===== src/verilog/ltsp_pkg.sv =====
package ltsp_pkg;

  // ----------------------------------------------------------------
  // Register map
  // ----------------------------------------------------------------
  localparam logic [7:0] ADDR_CTRL = 8'h00;
  localparam logic [7:0] ADDR_PATTERN = 8'h04;
  localparam logic [7:0] ADDR_DRIVER = 8'h08;
  localparam logic [7:0] ADDR_BOOST = 8'h0C;
  localparam logic [7:0] ADDR_LIVE = 8'h10;
  localparam logic [7:0] ADDR_ERRCNT = 8'h14;
  localparam logic [7:0] ADDR_IRQ_STATUS = 8'h18;
  localparam logic [7:0] ADDR_IRQ_MASK = 8'h1C;
  localparam logic [7:0] ADDR_MONITOR = 8'h20;

  // ----------------------------------------------------------------
  // Field layout
  // ----------------------------------------------------------------
  localparam int CTRL_TX_BLOCK = 0;
  localparam int CTRL_INJECT = 1;
  localparam int CTRL_CNT_CLEAR = 2;
  localparam int CTRL_EQ_RESET = 3;
  localparam int CTRL_HIGH_HOLD = 4;
  localparam int CTRL_HIGH_OVR = 5;
  localparam int CTRL_LOW_HOLD = 6;
  localparam int CTRL_LOW_OVR = 7;
  localparam int CTRL_FREEZE = 8;
  localparam int CTRL_W = 9;
  localparam int PAT_GEN_LSB = 0;
  localparam int PAT_CHK_LSB = 4;
  localparam int SEL_W = 3;
  localparam int DRV_POST_LSB = 0;
  localparam int DRV_PRE_LSB = 8;
  localparam int DRV_SWING_LSB = 16;
  localparam int EMPH_W = 5;
  localparam int SWING_W = 4;
  localparam int BOOST_HIGH_LSB = 0;
  localparam int BOOST_LOW_LSB = 8;
  localparam int BOOST_W = 5;
  localparam int PHASE_W = 7;
  localparam int IRQ_PATTERN = 0;
  localparam int IRQ_DISPARITY = 1;
  localparam int IRQ_CODE = 2;
  localparam int IRQ_COMMA = 3;
  localparam int IRQ_W = 4;
  localparam logic [31:0] RESET_WORD = 32'h0000_0000;
  localparam logic [31:0] PATTERN_SEED = 32'hFFFF_FFFF;

  // ----------------------------------------------------------------
  // Test pattern codes and feedback taps
  // ----------------------------------------------------------------
  localparam logic [2:0] PAT_OFF = 3'h0;
  localparam logic [2:0] PAT_P7 = 3'h1;
  localparam logic [2:0] PAT_P15 = 3'h2;
  localparam logic [2:0] PAT_P23 = 3'h3;
  localparam logic [2:0] PAT_P31 = 3'h4;
  localparam int TAP7_A = 7;
  localparam int TAP7_B = 6;
  localparam int TAP15_A = 15;
  localparam int TAP15_B = 14;
  localparam int TAP23_A = 23;
  localparam int TAP23_B = 18;
  localparam int TAP31_A = 31;
  localparam int TAP31_B = 28;

  // ----------------------------------------------------------------
  // Line symbol constants
  // ----------------------------------------------------------------
  localparam int SYM_W = 10;
  localparam logic [3:0] ONES_NEG = 4'h4;
  localparam logic [3:0] ONES_BAL = 4'h5;
  localparam logic [3:0] ONES_POS = 4'h6;
  localparam logic [6:0] COMMA_POS = 7'h1F;
  localparam logic [6:0] COMMA_NEG = 7'h60;

  function automatic logic pat_valid(input logic [2:0] sel);
    pat_valid = (sel == PAT_P7) || (sel == PAT_P15) ||
                (sel == PAT_P23) || (sel == PAT_P31);
  endfunction

  function automatic int tap_a(input logic [2:0] sel);
    case (sel)
      PAT_P15: tap_a = TAP15_A;
      PAT_P23: tap_a = TAP23_A;
      PAT_P31: tap_a = TAP31_A;
      default: tap_a = TAP7_A;
    endcase
  endfunction

  function automatic int tap_b(input logic [2:0] sel);
    case (sel)
      PAT_P15: tap_b = TAP15_B;
      PAT_P23: tap_b = TAP23_B;
      PAT_P31: tap_b = TAP31_B;
      default: tap_b = TAP7_B;
    endcase
  endfunction

  // Next 32 pattern bits; bit 0 is the earliest in time.
  function automatic logic [31:0] pat_next(input logic [31:0] prev,
                                           input logic [2:0] sel);
    logic [63:0] ext;
    int a;
    int b;
    ext = {32'h0000_0000, prev};
    a = tap_a(sel);
    b = tap_b(sel);
    for (int i = 32; i < 64; i++) begin
      ext[i] = ext[i - a] ^ ext[i - b];
    end
    pat_next = ext[63:32];
  endfunction

  // Bits of a received word that break the recurrence of the pattern.
  function automatic logic [31:0] pat_miss(input logic [31:0] prev,
                                           input logic [31:0] cur,
                                           input logic [2:0] sel);
    logic [63:0] ext;
    int a;
    int b;
    ext = {cur, prev};
    a = tap_a(sel);
    b = tap_b(sel);
    pat_miss = 32'h0000_0000;
    for (int i = 0; i < 32; i++) begin
      pat_miss[i] = ext[32 + i] ^ ext[32 + i - a] ^ ext[32 + i - b];
    end
  endfunction

endpackage


===== src/verilog/ltsp_sym_if.sv =====
`timescale 1ns/1ps
interface ltsp_sym_if;
  logic [9:0] symbol;
  logic rd_in;
  logic rd_out;
  logic disparity_error;
  logic code_invalid;
  logic comma;

  modport checker_end (
    input symbol,
    input rd_in,
    output rd_out,
    output disparity_error,
    output code_invalid,
    output comma
  );

  modport user_end (
    output symbol,
    output rd_in,
    input rd_out,
    input disparity_error,
    input code_invalid,
    input comma
  );
endinterface


===== src/verilog/ltsp_symbol_check.sv =====
`timescale 1ns/1ps
module ltsp_symbol_check (
  // Symbol and running disparity
  ltsp_sym_if.checker_end sym
);

  logic [3:0] ones;

  always_comb begin
    ones = 4'h0;
    for (int i = 0; i < ltsp_pkg::SYM_W; i++) begin
      ones = ones + {3'h0, sym.symbol[i]};
    end
  end

  // A symbol is legal only with four, five or six ones.
  assign sym.code_invalid = (ones < ltsp_pkg::ONES_NEG) ||
                            (ones > ltsp_pkg::ONES_POS); // see (RQ8)
  // A positive symbol after positive disparity, or negative after
  // negative, is a running-disparity error.
  assign sym.disparity_error =
    ((ones == ltsp_pkg::ONES_POS) && sym.rd_in) ||
    ((ones == ltsp_pkg::ONES_NEG) && !sym.rd_in); // see (RQ7)
  assign sym.rd_out = (ones == ltsp_pkg::ONES_BAL) ? sym.rd_in :
                      (ones > ltsp_pkg::ONES_BAL);
  assign sym.comma = (sym.symbol[9:3] == ltsp_pkg::COMMA_POS) ||
                     (sym.symbol[9:3] == ltsp_pkg::COMMA_NEG); // see (RQ9)

endmodule // ltsp_symbol_check


===== src/verilog/ltsp_lane_top.sv =====
`timescale 1ns/1ps
// Behaviour
// (RQ1) Transmit block high stops transmitted data; low resumes normal words.
// (RQ2) Error inject high corrupts every generated pattern word while held.
// (RQ3) Pattern error flag follows current errors and does not latch.
// (RQ4) Counter clear sets the accumulated pattern error count to zero.
// (RQ5) A 3-bit select picks the pattern the receive checker expects.
// (RQ6) A 3-bit select picks the pattern the transmit generator produces.
// (RQ7) Four flags mark running-disparity errors per received byte.
// (RQ8) Four flags mark received bytes that are no valid line code.
// (RQ9) Comma found rises whenever a comma symbol is received.
// (RQ10) Equaliser reset is pulsed high then low; work starts on release.
// (RQ11) Hold inputs freeze or let adapt the high and low boosts.
// (RQ12) Override inputs choose attribute or signal for each boost.
// (RQ13) Recovery loop freeze holds the clock-recovery state unchanged.
// (RQ14) Driver takes post-emphasis, pre-emphasis and output swing settings.
// (RQ15) A digital monitor bus of 8 or 15 bits is exposed.
// (RQ16) User logic registers controls and synchronises asynchronous status.
module ltsp_lane_top #(
  parameter int MON_W = 15,
  parameter int CNT_W = 32,
  parameter logic [4:0] HIGH_BOOST_ATTR = 5'h08,
  parameter logic [4:0] LOW_BOOST_ATTR = 5'h08
) (
  // APB slave
  input wire logic pclk,
  input wire logic presetn,
  input wire logic psel,
  input wire logic penable,
  input wire logic pwrite,
  input wire logic [7:0] paddr,
  input wire logic [31:0] pwdata,
  output logic [31:0] prdata,
  output logic pready,
  output logic pslverr,
  // Transmit path
  input wire logic [31:0] tx_data,
  output logic [31:0] lane0_tx_word,
  // Receive path
  input wire logic [31:0] rx_data,
  input wire logic [39:0] rx_symbols,
  // Asynchronous analogue indications
  input wire logic eq_boost_up,
  input wire logic eq_boost_down,
  input wire logic recovery_early,
  input wire logic recovery_late,
  // Receive status
  output logic lane0_pattern_error_flag,
  output logic [3:0] lane0_byte_disparity_flags,
  output logic [3:0] lane0_byte_code_invalid_flags,
  output logic lane0_comma_found,
  // Analogue controls and monitors
  output logic lane0_equaliser_reset,
  output logic [4:0] lane0_post_emphasis,
  output logic [4:0] lane0_pre_emphasis,
  output logic [3:0] lane0_output_swing,
  output logic [4:0] high_boost_value,
  output logic [4:0] low_boost_value,
  output logic [6:0] lane0_equaliser_monitor,
  output logic [MON_W-1:0] lane0_digital_monitor_bus,
  // Interrupt
  output logic irq
);

  // ----------------------------------------------------------------
  // Register bus
  // ----------------------------------------------------------------
  logic [ltsp_pkg::CTRL_W-1:0] ctrl_q;
  logic [7:0] pattern_q;
  logic [19:0] driver_q;
  logic [12:0] boost_sig_q;
  logic [ltsp_pkg::IRQ_W-1:0] irq_status_q;
  logic [ltsp_pkg::IRQ_W-1:0] irq_mask_q;
  logic [ltsp_pkg::IRQ_W-1:0] events;
  logic [CNT_W-1:0] err_count_q;
  logic count_clear_q;
  logic [31:0] read_word;
  logic mapped;
  logic wr_access;
  logic rd_access;
  logic [2:0] gen_sel;
  logic [2:0] chk_sel;
  logic [ltsp_pkg::PHASE_W-1:0] phase_q;
  logic [8:0] live_word;

  assign wr_access = psel && penable && pwrite;
  assign rd_access = psel && penable && !pwrite;
  assign pready = 1'b1;
  assign pslverr = psel && penable && !mapped;
  assign gen_sel = pattern_q[ltsp_pkg::PAT_GEN_LSB +: ltsp_pkg::SEL_W];
  assign chk_sel = pattern_q[ltsp_pkg::PAT_CHK_LSB +: ltsp_pkg::SEL_W];

  always_comb begin
    mapped = 1'b1;
    read_word = 32'h0000_0000;
    case (paddr)
      ltsp_pkg::ADDR_CTRL: begin
        read_word[ltsp_pkg::CTRL_W-1:0] = ctrl_q;
      end
      ltsp_pkg::ADDR_PATTERN: read_word[7:0] = pattern_q;
      ltsp_pkg::ADDR_DRIVER: read_word[19:0] = driver_q;
      ltsp_pkg::ADDR_BOOST: read_word[12:0] = boost_sig_q;
      ltsp_pkg::ADDR_LIVE: read_word[8:0] = live_word;
      ltsp_pkg::ADDR_ERRCNT: read_word[CNT_W-1:0] = err_count_q;
      ltsp_pkg::ADDR_IRQ_STATUS: begin
        read_word[ltsp_pkg::IRQ_W-1:0] = irq_status_q;
      end
      ltsp_pkg::ADDR_IRQ_MASK: begin
        read_word[ltsp_pkg::IRQ_W-1:0] = irq_mask_q;
      end
      ltsp_pkg::ADDR_MONITOR: begin
        read_word[19:0] = {high_boost_value, low_boost_value,
                           3'h0, phase_q};
      end
      default: mapped = 1'b0;
    endcase
  end

  // Read data is captured in the setup cycle and held for the access.
  always_ff @(posedge pclk or negedge presetn) begin
    if (!presetn) begin
      prdata <= 32'h0000_0000;
    end else if (psel && !penable) begin
      prdata <= read_word;
    end
  end

  always_ff @(posedge pclk or negedge presetn) begin
    if (!presetn) begin
      ctrl_q <= '0;
      pattern_q <= 8'h00;
      driver_q <= 20'h0_0000;
      boost_sig_q <= 13'h0000;
      irq_mask_q <= '0;
    end else if (wr_access) begin
      case (paddr)
        ltsp_pkg::ADDR_CTRL: begin
          ctrl_q <= pwdata[ltsp_pkg::CTRL_W-1:0];
          ctrl_q[ltsp_pkg::CTRL_CNT_CLEAR] <= 1'b0;
        end
        ltsp_pkg::ADDR_PATTERN: pattern_q <= pwdata[7:0];
        ltsp_pkg::ADDR_DRIVER: driver_q <= pwdata[19:0];
        ltsp_pkg::ADDR_BOOST: boost_sig_q <= pwdata[12:0];
        ltsp_pkg::ADDR_IRQ_MASK: begin
          irq_mask_q <= pwdata[ltsp_pkg::IRQ_W-1:0];
        end
        default: ;
      endcase
    end
  end

  // Writing one to the clear bit of CTRL yields a one-cycle pulse.
  always_ff @(posedge pclk or negedge presetn) begin
    if (!presetn) begin
      count_clear_q <= 1'b0;
    end else begin
      count_clear_q <= wr_access && (paddr == ltsp_pkg::ADDR_CTRL) &&
                       pwdata[ltsp_pkg::CTRL_CNT_CLEAR];
    end
  end

  // ----------------------------------------------------------------
  // Interrupts
  // ----------------------------------------------------------------
  // A read clears the sticky bits; a new event in that cycle survives.
  always_ff @(posedge pclk or negedge presetn) begin
    if (!presetn) begin
      irq_status_q <= '0;
    end else if (rd_access && paddr == ltsp_pkg::ADDR_IRQ_STATUS) begin
      irq_status_q <= events | (irq_status_q & ~prdata[ltsp_pkg::IRQ_W-1:0]);
    end else begin
      irq_status_q <= irq_status_q | events;
    end
  end

  assign irq = |(irq_status_q & irq_mask_q);

  // ----------------------------------------------------------------
  // Transmit generator and driver settings
  // ----------------------------------------------------------------
  logic [31:0] tx_hist_q;
  logic [31:0] gen_word;

  assign gen_word = ltsp_pkg::pat_next(tx_hist_q, gen_sel); // see (RQ6)

  always_ff @(posedge pclk or negedge presetn) begin
    if (!presetn) begin
      tx_hist_q <= ltsp_pkg::PATTERN_SEED;
    end else if (ltsp_pkg::pat_valid(gen_sel)) begin
      tx_hist_q <= gen_word;
    end
  end

  always_ff @(posedge pclk or negedge presetn) begin
    if (!presetn) begin
      lane0_tx_word <= ltsp_pkg::RESET_WORD;
    end else if (ctrl_q[ltsp_pkg::CTRL_TX_BLOCK]) begin
      lane0_tx_word <= ltsp_pkg::RESET_WORD; // see (RQ1)
    end else if (ltsp_pkg::pat_valid(gen_sel)) begin
      // Inverting the first bit breaks the recurrence in every word.
      lane0_tx_word <= gen_word ^
        {31'h0000_0000, ctrl_q[ltsp_pkg::CTRL_INJECT]}; // see (RQ2)
    end else begin
      lane0_tx_word <= tx_data;
    end
  end

  assign lane0_post_emphasis =
    driver_q[ltsp_pkg::DRV_POST_LSB +: ltsp_pkg::EMPH_W]; // see (RQ14)
  assign lane0_pre_emphasis =
    driver_q[ltsp_pkg::DRV_PRE_LSB +: ltsp_pkg::EMPH_W]; // see (RQ14)
  assign lane0_output_swing =
    driver_q[ltsp_pkg::DRV_SWING_LSB +: ltsp_pkg::SWING_W]; // see (RQ14)

  // ----------------------------------------------------------------
  // Receive pattern checker
  // ----------------------------------------------------------------
  logic [31:0] rx_prev_q;
  logic word_error;

  assign word_error = ltsp_pkg::pat_valid(chk_sel) &&
    (|ltsp_pkg::pat_miss(rx_prev_q, rx_data, chk_sel)); // see (RQ5)

  always_ff @(posedge pclk or negedge presetn) begin
    if (!presetn) begin
      rx_prev_q <= 32'h0000_0000;
      lane0_pattern_error_flag <= 1'b0;
    end else begin
      rx_prev_q <= rx_data;
      lane0_pattern_error_flag <= word_error; // see (RQ3)
    end
  end

  // An errored word in the clearing cycle is counted after the clear.
  always_ff @(posedge pclk or negedge presetn) begin
    if (!presetn) begin
      err_count_q <= '0;
    end else if (count_clear_q) begin
      err_count_q <= {{(CNT_W-1){1'b0}}, word_error}; // see (RQ4)
    end else if (word_error && !(&err_count_q)) begin
      err_count_q <= err_count_q + {{(CNT_W-1){1'b0}}, 1'b1};
    end
  end

  // ----------------------------------------------------------------
  // Symbol status
  // ----------------------------------------------------------------
  ltsp_sym_if sym_bus [4] ();
  logic [4:0] rd_chain;
  logic [3:0] disp_now;
  logic [3:0] code_now;
  logic [3:0] comma_now;
  logic rd_q;

  assign rd_chain[0] = rd_q;

  for (genvar g = 0; g < 4; g++) begin : g_byte
    assign sym_bus[g].symbol =
      rx_symbols[g*ltsp_pkg::SYM_W +: ltsp_pkg::SYM_W];
    assign sym_bus[g].rd_in = rd_chain[g];
    assign rd_chain[g+1] = sym_bus[g].rd_out;
    assign disp_now[g] = sym_bus[g].disparity_error;
    assign code_now[g] = sym_bus[g].code_invalid;
    assign comma_now[g] = sym_bus[g].comma;
    ltsp_symbol_check u_check (
      .sym(sym_bus[g])
    );
  end

  always_ff @(posedge pclk or negedge presetn) begin
    if (!presetn) begin
      rd_q <= 1'b0;
      lane0_byte_disparity_flags <= 4'h0;
      lane0_byte_code_invalid_flags <= 4'h0;
      lane0_comma_found <= 1'b0;
    end else begin
      rd_q <= rd_chain[4];
      lane0_byte_disparity_flags <= disp_now; // see (RQ7)
      lane0_byte_code_invalid_flags <= code_now; // see (RQ8)
      lane0_comma_found <= |comma_now; // see (RQ9)
    end
  end

  assign live_word = {lane0_comma_found, lane0_byte_code_invalid_flags,
                      lane0_byte_disparity_flags};
  assign events[ltsp_pkg::IRQ_PATTERN] = lane0_pattern_error_flag;
  assign events[ltsp_pkg::IRQ_DISPARITY] = |lane0_byte_disparity_flags;
  assign events[ltsp_pkg::IRQ_CODE] = |lane0_byte_code_invalid_flags;
  assign events[ltsp_pkg::IRQ_COMMA] = lane0_comma_found;

  // ----------------------------------------------------------------
  // Input synchronisers
  // ----------------------------------------------------------------
  logic [3:0] async_in;
  logic [3:0] sync1_q;
  logic [3:0] sync2_q;
  logic [3:0] sync3_q;
  logic [3:0] steady_q;

  assign async_in = {recovery_late, recovery_early,
                     eq_boost_down, eq_boost_up};

  always_ff @(posedge pclk or negedge presetn) begin
    if (!presetn) begin
      sync1_q <= 4'h0;
      sync2_q <= 4'h0;
      sync3_q <= 4'h0;
      steady_q <= 4'h0;
    end else begin
      sync1_q <= async_in;
      sync2_q <= sync1_q;
      sync3_q <= sync2_q;
      for (int i = 0; i < 4; i++) begin
        if (sync2_q[i] == sync3_q[i]) begin
          steady_q[i] <= sync3_q[i];
        end
      end
    end
  end

  // ----------------------------------------------------------------
  // Receive equaliser boosts
  // ----------------------------------------------------------------
  logic eq_reset_seen_q;
  logic eq_release;
  logic [4:0] boost_q [2];
  logic [1:0] hold_bit;
  logic [1:0] ovr_bit;
  logic [4:0] attr_val [2];
  logic [4:0] sig_val [2];

  assign lane0_equaliser_reset = ctrl_q[ltsp_pkg::CTRL_EQ_RESET];
  assign eq_release = eq_reset_seen_q && !lane0_equaliser_reset;
  assign hold_bit = {ctrl_q[ltsp_pkg::CTRL_LOW_HOLD],
                     ctrl_q[ltsp_pkg::CTRL_HIGH_HOLD]};
  assign ovr_bit = {ctrl_q[ltsp_pkg::CTRL_LOW_OVR],
                    ctrl_q[ltsp_pkg::CTRL_HIGH_OVR]};
  assign attr_val[0] = HIGH_BOOST_ATTR;
  assign attr_val[1] = LOW_BOOST_ATTR;
  assign sig_val[0] =
    boost_sig_q[ltsp_pkg::BOOST_HIGH_LSB +: ltsp_pkg::BOOST_W];
  assign sig_val[1] =
    boost_sig_q[ltsp_pkg::BOOST_LOW_LSB +: ltsp_pkg::BOOST_W];

  always_ff @(posedge pclk or negedge presetn) begin
    if (!presetn) begin
      eq_reset_seen_q <= 1'b0;
    end else begin
      eq_reset_seen_q <= lane0_equaliser_reset;
    end
  end

  for (genvar b = 0; b < 2; b++) begin : g_boost
    always_ff @(posedge pclk or negedge presetn) begin
      if (!presetn) begin
        boost_q[b] <= 5'h00;
      end else if (eq_release) begin
        boost_q[b] <= attr_val[b]; // see (RQ10)
      end else if (ovr_bit[b]) begin
        boost_q[b] <= sig_val[b]; // see (RQ12)
      end else if (hold_bit[b] || lane0_equaliser_reset) begin
        boost_q[b] <= boost_q[b]; // see (RQ11)
      end else if (steady_q[0] && !steady_q[1] && !(&boost_q[b])) begin
        boost_q[b] <= boost_q[b] + 5'h01;
      end else if (steady_q[1] && !steady_q[0] && (|boost_q[b])) begin
        boost_q[b] <= boost_q[b] - 5'h01;
      end
    end
  end

  // Without override the boost starts from its attribute value at equaliser reset release; presetn clears it to zero.
  assign high_boost_value = boost_q[0];
  assign low_boost_value = boost_q[1];
  assign lane0_equaliser_monitor = {boost_q[0], boost_q[1][4:3]};

  // ----------------------------------------------------------------
  // Clock recovery loop and monitor
  // ----------------------------------------------------------------
  always_ff @(posedge pclk or negedge presetn) begin
    if (!presetn) begin
      phase_q <= '0;
    end else if (ctrl_q[ltsp_pkg::CTRL_FREEZE]) begin
      phase_q <= phase_q; // see (RQ13)
    end else if (steady_q[3] && !steady_q[2]) begin
      phase_q <= phase_q + 7'h01;
    end else if (steady_q[2] && !steady_q[3]) begin
      phase_q <= phase_q - 7'h01;
    end
  end

  logic [14:0] monitor_full;

  assign monitor_full = {phase_q, err_count_q[7:0]};
  assign lane0_digital_monitor_bus = monitor_full[MON_W-1:0]; // see (RQ15)

endmodule // ltsp_lane_top


===== config.mk =====
export PLATFORM = sky130hd
export DESIGN_NAME = ltsp_lane_top
export DESIGN_NICKNAME = d
export VERILOG_FILES = /design/src/verilog/ltsp_pkg.sv /design/src/verilog/ltsp_sym_if.sv /design/src/verilog/ltsp_symbol_check.sv /design/src/verilog/ltsp_lane_top.sv
export SDC_FILE = /design/constraint.sdc
export NUM_CORES = 1
export LEC_CHECK = 0
export ABC_AREA = 1
export BUFFER_PORTS_ARGS = -buffer_cell sky130_fd_sc_hd__buf_4
export CAP_MARGIN = 15
export CORE_ASPECT_RATIO = 0.7
export CORE_MARGIN = 3
export CORE_UTILIZATION = 55
export DETAILED_ROUTE_END_ITERATION = 10
export PLACE_DENSITY_LB_ADDON = 0.3
export SYNTH_ARGS = -nofsm -noshare
export SYNTH_HDL_FRONTEND = slang
export SYNTH_SLANG_ARGS = --single-unit

===== constraint.sdc =====
create_clock -name pclk -period 12.8 [get_ports pclk]
set_input_delay 1.92 -clock pclk [delete_from_list [all_inputs] [get_ports pclk]]
set_output_delay 1.92 -clock pclk [all_outputs]
set_load 0.01 [all_outputs]

==> results of run 1 <==
Yosys cell counts (all sizes together) (12+ instances only):
| master | number |
|---|---|
| o21ai | 460 |
| o31ai | 13 |
| a221oi | 17 |
| buf | 102 |
| a211oi | 12 |
| inv | 382 |
| dfstp | 32 |
| clkbuf | 69 |
| nor2 | 122 |
| nand4 | 20 |
| a21oi | 96 |
| dfrtp | 231 |
| a31oi | 23 |
| o211ai | 43 |
| fa | 27 |
| o221ai | 28 |
| xnor2 | 15 |
| nor4 | 20 |
| nor3 | 28 |
| ha | 38 |
| nand2 | 801 |
| o22ai | 34 |
| xor2 | 78 |
| nand3 | 178 |
metrics by stage:
step	cell area, um^2	worst slack [ps]	hold slack (ps)
final	23400	3660	349
after global routing	23400	2880	353
after CTS	23400	3980	351
after detailed placement	22400	4010	337
after global placement	22400	4160	333
after floorplan	20500	7270	331
sequential cells by signal, summed over array words and instances (netlist names), 7 cells and up:
register / flops
err_count_q: 32
driver_q: 20
prdata: 32
phase_q: 7
ctrl_q: 8
boost_sig_q: 13
lane0_tx_word: 32
pattern_q: 8
rx_prev_q: 32
tx_hist_q: 32
layer usage:
layer	share of wire [%]	GRT usage [%]	wire length, um	vias up
li1	-	-	-	10100
met1	42	51.0	31000	10300
met2	44	55.3	32500	1269
met3	11	8.58	8330	163
met4	3.0	9.72	2200	0
met5	0	0	0	-
worst max-delay path, delay by kind of cell (launching register included):
| kind | cells | cell delay (ps) |
|---|---|---|
| flip-flops | 1 | 420 |
| AND/OR/NAND/NOR | 16 | 2810 |
| AO/OA/AOI/OAI | 8 | 1990 |
| buffers and inverters | 7 | 2630 |
| XOR/XNOR | 1 | 110 |
| adder cells (fa/ha/maj) | 2 | 1030 |
kinds of logic (layout without fill, tap and decap cells):
group | after synthesis | count (layout) | synth area share, %
compound gates | 761 | 761 | 21.4
mux | 14 | 14 | 0.725
other cells | 1 | 1 | 0.0183
fa+ha+maj | 69 | 69 | 5.14
simple gates | 1191 | 1191 | 24.9
xor+xnor | 93 | 93 | 4.00
flops | 263 | 263 | 32.2
buf+inv | 560 | 727 | 11.5
worst paths after layout:
path / end / slack, ps / cells past startpoint
setup / recovery: err_count_q[28]$_DFFE_PN0P_ / 3660 / 34
max in group asynchronous: ctrl_q[5]$_DFFE_PN0P_ / 9760 / 2
hold reg to reg: sync2_q[3]$_DFF_PN0_ / 350 / 0
setup reg to reg: err_count_q[28]$_DFFE_PN0P_ / 3660 / 34
hold / removal: sync2_q[3]$_DFF_PN0_ / 350 / 0
min in group asynchronous: prdata[24]$_DFFE_PN0P_ / 1420 / 1
cell usage in the layout, fill, tap and decap left out, drive strengths merged, types with 9 or more instances in the layout:
master | netlist | routed
o2111ai | 9 | 9
inv | 382 | 382
xor2 | 78 | 78
a31oi | 23 | 23
nor4 | 20 | 20
nand3 | 178 | 178
fa | 27 | 27
ha | 38 | 38
nand4 | 20 | 20
clkbuf | 69 | 41
o22ai | 34 | 34
dfstp | 32 | 32
o211ai | 43 | 43
o31ai | 13 | 13
buf | 102 | 286
nand2 | 801 | 801
xnor2 | 15 | 15
o221ai | 28 | 28
nor3 | 28 | 28
a211oi | 12 | 12
dfrtp | 231 | 231
a221oi | 17 | 17
nor2 | 122 | 122
o21ai | 460 | 460
clkinv | 7 | 11
a21oi | 96 | 96
layout make-up:
type / count / area (um^2) / area share (%)
Clock buffer: 41 / 801 / 3.42
Clock inverter: 11 / 193 / 0.823
Inverter: 389 / 1460 / 6.25
Multi-Input combinational cell: 2129 / 11600 / 49.4
Sequential cell: 263 / 6620 / 28.3
Tap cell: 480 / 601 / 2.57
Timing Repair Buffer: 286 / 2170 / 9.29
report_power, final:
part | internal (mW) | switching [mW]
registers | 0.970 | 0.120
clock network | 0.534 | 0.363
logic | 0.752 | 1.38
==> impl_metrics.prom, run 1 <==
# TYPE chip_impl_metric gauge
chip_impl_info{name="run_status",value="completed"} 1
chip_impl_metric{name="die_height",unit="um"} 168
chip_impl_info{name="crit_path_start_kind",value="flop"} 1
chip_impl_info{name="netlist.top_cell.by_area",value="dfrtp_1"} 1
chip_impl_metric{name="grt_antenna_before_repair",unit=""} 0
chip_impl_metric{name="first_global_vias",unit=""} 20100
chip_impl_metric{name="synth_largest_type_area_fraction",unit="%"} 28.2
chip_impl_info{name="grt_setup_unrepaired",value="no"} 1
chip_impl_metric{name="initial_core_utilization",unit="%"} 56.5
chip_impl_metric{name="h-tree-depth",unit=""} 1
chip_impl_info{name="cp-startpoint",value="pattern_q[6]$_DFFE_PN0P_"} 1
chip_impl_metric{name="timing_worst_slew_pin_value",unit="ps"} 1180
chip_impl_info{name="regToRegStartpoint",value="pattern_q[6]$_DFFE_PN0P_"} 1
chip_impl_metric{name="route.detailed.drc",unit=""} 0
chip_impl_metric{name="post-cts-setup-buffers",unit=""} 0
chip_impl_metric{name="power-per-cell-area",unit="nW/um^2"} 176
chip_impl_metric{name="timing_max_transition_violations_final",unit=""} 0
chip_impl_metric{name="filler_cell_count",unit=""} 3264
chip_impl_metric{name="static-leakage-power",unit="nW"} 11.5
chip_impl_metric{name="max_slew_headroom",unit="%"} 21.1
chip_impl_metric{name="total_grt_usage",unit="%"} 36.0
chip_impl_metric{name="netlist-cell-type-count",unit=""} 73
chip_impl_metric{name="placer_congestion_estimate",unit=""} 0.985
chip_impl_metric{name="final_min_period_over_clock_period",unit="%"} 71.4
chip_impl_metric{name="grt.overflow.total",unit=""} 0
chip_impl_info{name="synth_top_flop_cell",value="dfrtp_1"} 1
chip_impl_metric{name="antenna-diode-count",unit=""} 0
chip_impl_metric{name="via_total_after_detailed_routing",unit=""} 21800
chip_impl_metric{name="insertion_delay",unit="ps"} 570
chip_impl_info{name="cp_slowest_cell",value="clkinv_1"} 1
chip_impl_metric{name="synth_enable_flop_cells",unit=""} 0
chip_impl_info{name="min-delay-start",value="sync1_q[3]$_DFF_PN0_"} 1
chip_impl_metric{name="synth_fp_nets",unit=""} 3170
chip_impl_metric{name="clk_pin_slew",unit="ps"} 60
chip_impl_metric{name="holdBufCountCts",unit=""} 0
chip_impl_metric{name="yosys_register_bits",unit=""} 263
chip_impl_metric{name="worst-path-max-fanout",unit=""} 73
chip_impl_metric{name="core_box_area",unit="um^2"} 36400
chip_impl_metric{name="design.portCount",unit=""} 277
chip_impl_info{name="cts_root_buffer",value="clkbuf_16"} 1
chip_impl_info{name="type_of_the_worst_setup_path",value="flop to flop"} 1
chip_impl_metric{name="layout-area-overhead-vs-synth",unit="%"} 14.0
chip_impl_metric{name="synth_sequential_area_ratio",unit="%"} 32.2
chip_impl_metric{name="final_core_utilization",unit="%"} 64.4
chip_impl_metric{name="finalNonFillerCells",unit=""} 3599
chip_impl_metric{name="detail_route.first_pass.iterations",unit=""} 6
chip_impl_metric{name="hpwl",unit="um"} 54700
chip_impl_metric{name="tritoncts.num_buffers",unit=""} 28
chip_impl_info{name="cts_tree",value="done"} 1
chip_impl_metric{name="wire_per_inst",unit="um"} 20.6
chip_impl_metric{name="synth.yosys.warnings",unit=""} 0
chip_impl_metric{name="grt_first_pass_wirelength",unit="um"} 114000
chip_impl_metric{name="largest_net_degree_at_the_start_of_global_routing",unit=""} 124
chip_impl_metric{name="max_clock_freq",unit="MHz"} 109
chip_impl_metric{name="drive_gt1_share",unit="%"} 14.4
chip_impl_metric{name="max_cap_viol_count",unit=""} 0
chip_impl_metric{name="fin_crit",unit="ps"} 9140
chip_impl_metric{name="critPathMaxStageDelay",unit="ps"} 880
chip_impl_metric{name="drtAntennaViolNets",unit=""} 0
chip_impl_metric{name="finalWirelength",unit="um"} 74100
chip_impl_metric{name="std_cell_rows",unit=""} 58
chip_impl_metric{name="post_cts.resized_instances",unit=""} 0
chip_impl_metric{name="cp.arrival",unit="ps"} 9600
chip_impl_metric{name="finalSetupViolations",unit=""} 0
chip_impl_metric{name="syn_avg_cell_area",unit="um^2"} 6.96
chip_impl_metric{name="vias_per_inst",unit=""} 6.06
chip_impl_info{name="crit_path_end_kind",value="flop"} 1
chip_impl_metric{name="finalHoldViolCount",unit=""} 0
chip_impl_metric{name="cts_sinks",unit=""} 263
chip_impl_metric{name="place_inst",unit=""} 3546
chip_impl_metric{name="ir_worst_vdd",unit="uV"} 116
chip_impl_metric{name="dieWidth",unit="um"} 237
chip_impl_metric{name="fin_nets",unit=""} 3315
chip_impl_metric{name="fin_tns_setup",unit="ps"} 0
chip_impl_info{name="synth.top_cells.by_area",value="dfrtp_1, nand2_1, o21ai_0"} 1
chip_impl_metric{name="drt_iter0_drc",unit=""} 2788
chip_impl_info{name="worstHoldPathType",value="flop to flop"} 1
chip_impl_info{name="most_common_cell_type_on_the_critical_path",value="o21ai_0"} 1
chip_impl_metric{name="postSynth.asyncResetShare",unit="%"} 100
chip_impl_metric{name="required",unit="ps"} 13260
chip_impl_metric{name="design.die.area",unit="um^2"} 39700
chip_impl_metric{name="overall_power_consumption",unit="mW"} 4.12
chip_impl_metric{name="final.setup_skew",unit="ps"} 9.87
chip_impl_metric{name="netlist_instances",unit=""} 2952
chip_impl_metric{name="netlist_area_before_placement",unit="um^2"} 20500
chip_impl_metric{name="max-clock-path-buffers",unit=""} 3
chip_impl_metric{name="placement.io_buffers",unit=""} 263
(Power assumes the default switching activity.)
==> run 2, diff against run 1 <==
--- a/config.mk
+++ b/config.mk
@@ -10,7 +10,7 @@
 export CAP_MARGIN = 15
 export CORE_ASPECT_RATIO = 0.7
 export CORE_MARGIN = 3
-export CORE_UTILIZATION = 55
+export CORE_UTILIZATION = 54
 export DETAILED_ROUTE_END_ITERATION = 10
 export PLACE_DENSITY_LB_ADDON = 0.3
 export SYNTH_ARGS = -nofsm -noshare
==> constraint.sdc (replaced) <==
create_clock -name pclk -period 7.65 [get_ports pclk]
set_input_delay 1.1475 -clock pclk [delete_from_list [all_inputs] [get_ports pclk]]
set_output_delay 1.1475 -clock pclk [all_outputs]
set_load 0.01 [all_outputs]
==> impl_metrics.prom, run 2 (synthesis results as in run 1) <==
# TYPE chip_impl_metric gauge
chip_impl_metric{name="ff2ff_setup_slack",unit="ps"} 610
chip_impl_metric{name="power_frac_seq",unit="%"} 26.6
chip_impl_metric{name="share_clk_of_total_power",unit="%"} 20.6
chip_impl_metric{name="placement.io_buffers",unit=""} 263
chip_impl_info{name="min-delay-start",value="sync1_q[1]$_DFF_PN0_"} 1
chip_impl_metric{name="timing.critical_path.buf_inv",unit=""} 6
chip_impl_metric{name="tritoncts.num_buffers",unit=""} 28
chip_impl_metric{name="design.die.area",unit="um^2"} 40400
chip_impl_info{name="cp_slowest_cell",value="o21ai_0"} 1
chip_impl_metric{name="final_min_period_over_clock_period",unit="%"} 92.0
chip_impl_metric{name="timing.hold.ws",unit="ps"} 351
chip_impl_metric{name="std_cell_rows",unit=""} 59
chip_impl_metric{name="cp.arrival",unit="ps"} 7540
chip_impl_info{name="cp-startpoint",value="pattern_q[6]$_DFFE_PN0P_"} 1
chip_impl_metric{name="dieWidth",unit="um"} 239
chip_impl_metric{name="max-clock-path-buffers",unit=""} 3
chip_impl_metric{name="timing_worst_slew_pin_value",unit="ps"} 1020
chip_impl_metric{name="max_clock_freq",unit="MHz"} 142
chip_impl_metric{name="clk_pin_slew",unit="ps"} 70
chip_impl_metric{name="post-cts-setup-buffers",unit=""} 0
chip_impl_metric{name="grt.overflow.total",unit=""} 0
chip_impl_metric{name="p_sw_share",unit="%"} 45.8
chip_impl_metric{name="hpwl",unit="um"} 57500
chip_impl_metric{name="final.setup_skew",unit="ps"} 27.9
chip_impl_metric{name="static-leakage-power",unit="nW"} 11.6
chip_impl_info{name="run_status",value="completed"} 1
chip_impl_metric{name="layout-area-overhead-vs-synth",unit="%"} 15.0
chip_impl_metric{name="total_grt_usage",unit="%"} 36.9
chip_impl_metric{name="cts_sinks",unit=""} 263
chip_impl_metric{name="max_slew_headroom",unit="%"} 31.9
chip_impl_metric{name="max_cap_viol_count",unit=""} 0
chip_impl_metric{name="detail_route.first_pass.iterations",unit=""} 9
chip_impl_metric{name="drt_iter0_drc",unit=""} 3136
chip_impl_metric{name="initial_core_utilization",unit="%"} 55.0
chip_impl_metric{name="first_global_vias",unit=""} 20700
chip_impl_info{name="final_cell_mix",value="nand2_1, o21ai_0, inv_1"} 1
chip_impl_metric{name="h-tree-depth",unit=""} 1
chip_impl_metric{name="finalWirelength",unit="um"} 76400
chip_impl_metric{name="fin_tns_setup",unit="ps"} 0
chip_impl_metric{name="grt_antenna_before_repair",unit=""} 1
chip_impl_info{name="worstHoldPathType",value="flop to flop"} 1
chip_impl_metric{name="overall_power_consumption",unit="mW"} 6.91
chip_impl_metric{name="grt_first_pass_wirelength",unit="um"} 117000
chip_impl_metric{name="finalHoldViolCount",unit=""} 0
chip_impl_metric{name="place_inst",unit=""} 3584
chip_impl_info{name="critical-path-top-delay-family",value="simple AND/OR/NAND/NOR gates"} 1
chip_impl_metric{name="design.portCount",unit=""} 277
chip_impl_metric{name="insertion_delay",unit="ps"} 600
chip_impl_info{name="crit_path_end_kind",value="flop"} 1
chip_impl_metric{name="holdBufCountCts",unit=""} 0
chip_impl_metric{name="finalNonFillerCells",unit=""} 3638
chip_impl_metric{name="timing_max_transition_violations_final",unit=""} 0
chip_impl_metric{name="route.detailed.drc",unit=""} 0
chip_impl_metric{name="largest_net_degree_at_the_start_of_global_routing",unit=""} 176
chip_impl_metric{name="filler_cell_count",unit=""} 3392
chip_impl_metric{name="post_cts.resized_instances",unit=""} 0
chip_impl_metric{name="netSwitchingPower",unit="mW"} 3.16
chip_impl_metric{name="required",unit="ps"} 8150
chip_impl_metric{name="placer_congestion_estimate",unit=""} 1.03
chip_impl_metric{name="ir_worst_vdd",unit="uV"} 204
chip_impl_metric{name="drive_gt1_share",unit="%"} 15.3
chip_impl_info{name="regToRegStartpoint",value="pattern_q[6]$_DFFE_PN0P_"} 1
chip_impl_metric{name="worst-path-max-fanout",unit=""} 26
chip_impl_info{name="cts_tree",value="done"} 1
chip_impl_metric{name="via_total_after_detailed_routing",unit=""} 22000
chip_impl_metric{name="multi_input_area",unit="um^2"} 11600
chip_impl_metric{name="power-per-cell-area",unit="nW/um^2"} 293
chip_impl_metric{name="finalSetupViolations",unit=""} 0
chip_impl_metric{name="core_box_area",unit="um^2"} 37400
chip_impl_metric{name="internal_power",unit="mW"} 3.75
chip_impl_info{name="cts_root_buffer",value="clkbuf_16"} 1
chip_impl_info{name="crit_path_start_kind",value="flop"} 1
chip_impl_metric{name="vias_per_inst",unit=""} 6.05
chip_impl_info{name="layout_commonest_cell",value="nand2_1"} 1
chip_impl_metric{name="comb_power_share",unit="%"} 52.8
chip_impl_metric{name="die_height",unit="um"} 169
chip_impl_metric{name="drtAntennaViolNets",unit=""} 0
chip_impl_metric{name="wire_per_inst",unit="um"} 21.0
chip_impl_info{name="grt_setup_unrepaired",value="no"} 1
chip_impl_metric{name="fin_crit",unit="ps"} 7040
chip_impl_info{name="type_of_the_worst_setup_path",value="flop to flop"} 1
chip_impl_metric{name="fin_nets",unit=""} 3345
chip_impl_metric{name="register_area",unit="um^2"} 6620
chip_impl_metric{name="critPathMaxStageDelay",unit="ps"} 870
==> run 2: routing by layer <==
| layer | global-route usage, % | wire length (um) | vias to the layer above |
|---|---|---|---|
| met4 | 14.1 | 3230 | 0 |
| met2 | 56.4 | 32900 | 1384 |
| met5 | 0 | 0 | - |
| met3 | 8.15 | 8870 | 212 |
| li1 | - | - | 10100 |
| met1 | 51.7 | 31400 | 10300 |
==> run 2: final cells by class <==
cell class	instances	share of cell area, %
clock buffers	38	3.34
multi-input cells	2129	48.9
inverters	389	6.19
repair buffers	316	10.3
diodes	1	0.0106
flip-flops and latches	263	28.0
well taps	488	2.59
clock inverters	14	0.636
==> run 2: metrics by stage <==
step	cell area, um^2	setup WS [ps]	utilization, %
5_1_grt	23600	140	63.2
3_3_place_gp	22600	1060	60.6
6_report	23600	610	63.2
3_5_place_dp	22600	927	60.6
4_1_cts	23600	899	63.1
2_1_floorplan	20500	2150	-
==> run 2: power groups by stage <==
stage	clock network, mW	registers (mW)	logic [mW]
finish	1.42	1.84	3.65
global route	1.49	1.86	4.06
CTS	1.44	1.83	3.58
detailed placement	0	1.85	3.55
global placement	0	1.85	3.47
floorplan	0	1.80	2.43
==> run 2: final timing paths <==
check                                         endpoint  cells past startpoint
setup / recovery           err_count_q[27]$_DFFE_PN0P_                     31
hold / removal                    sync2_q[1]$_DFF_PN0_                      0
setup reg to reg           err_count_q[27]$_DFFE_PN0P_                     31
hold reg to reg                   sync2_q[1]$_DFF_PN0_                      0
max in group asynchronous      rx_prev_q[11]$_DFF_PN0_                      2
min in group asynchronous       prdata[25]$_DFFE_PN0P_                      1
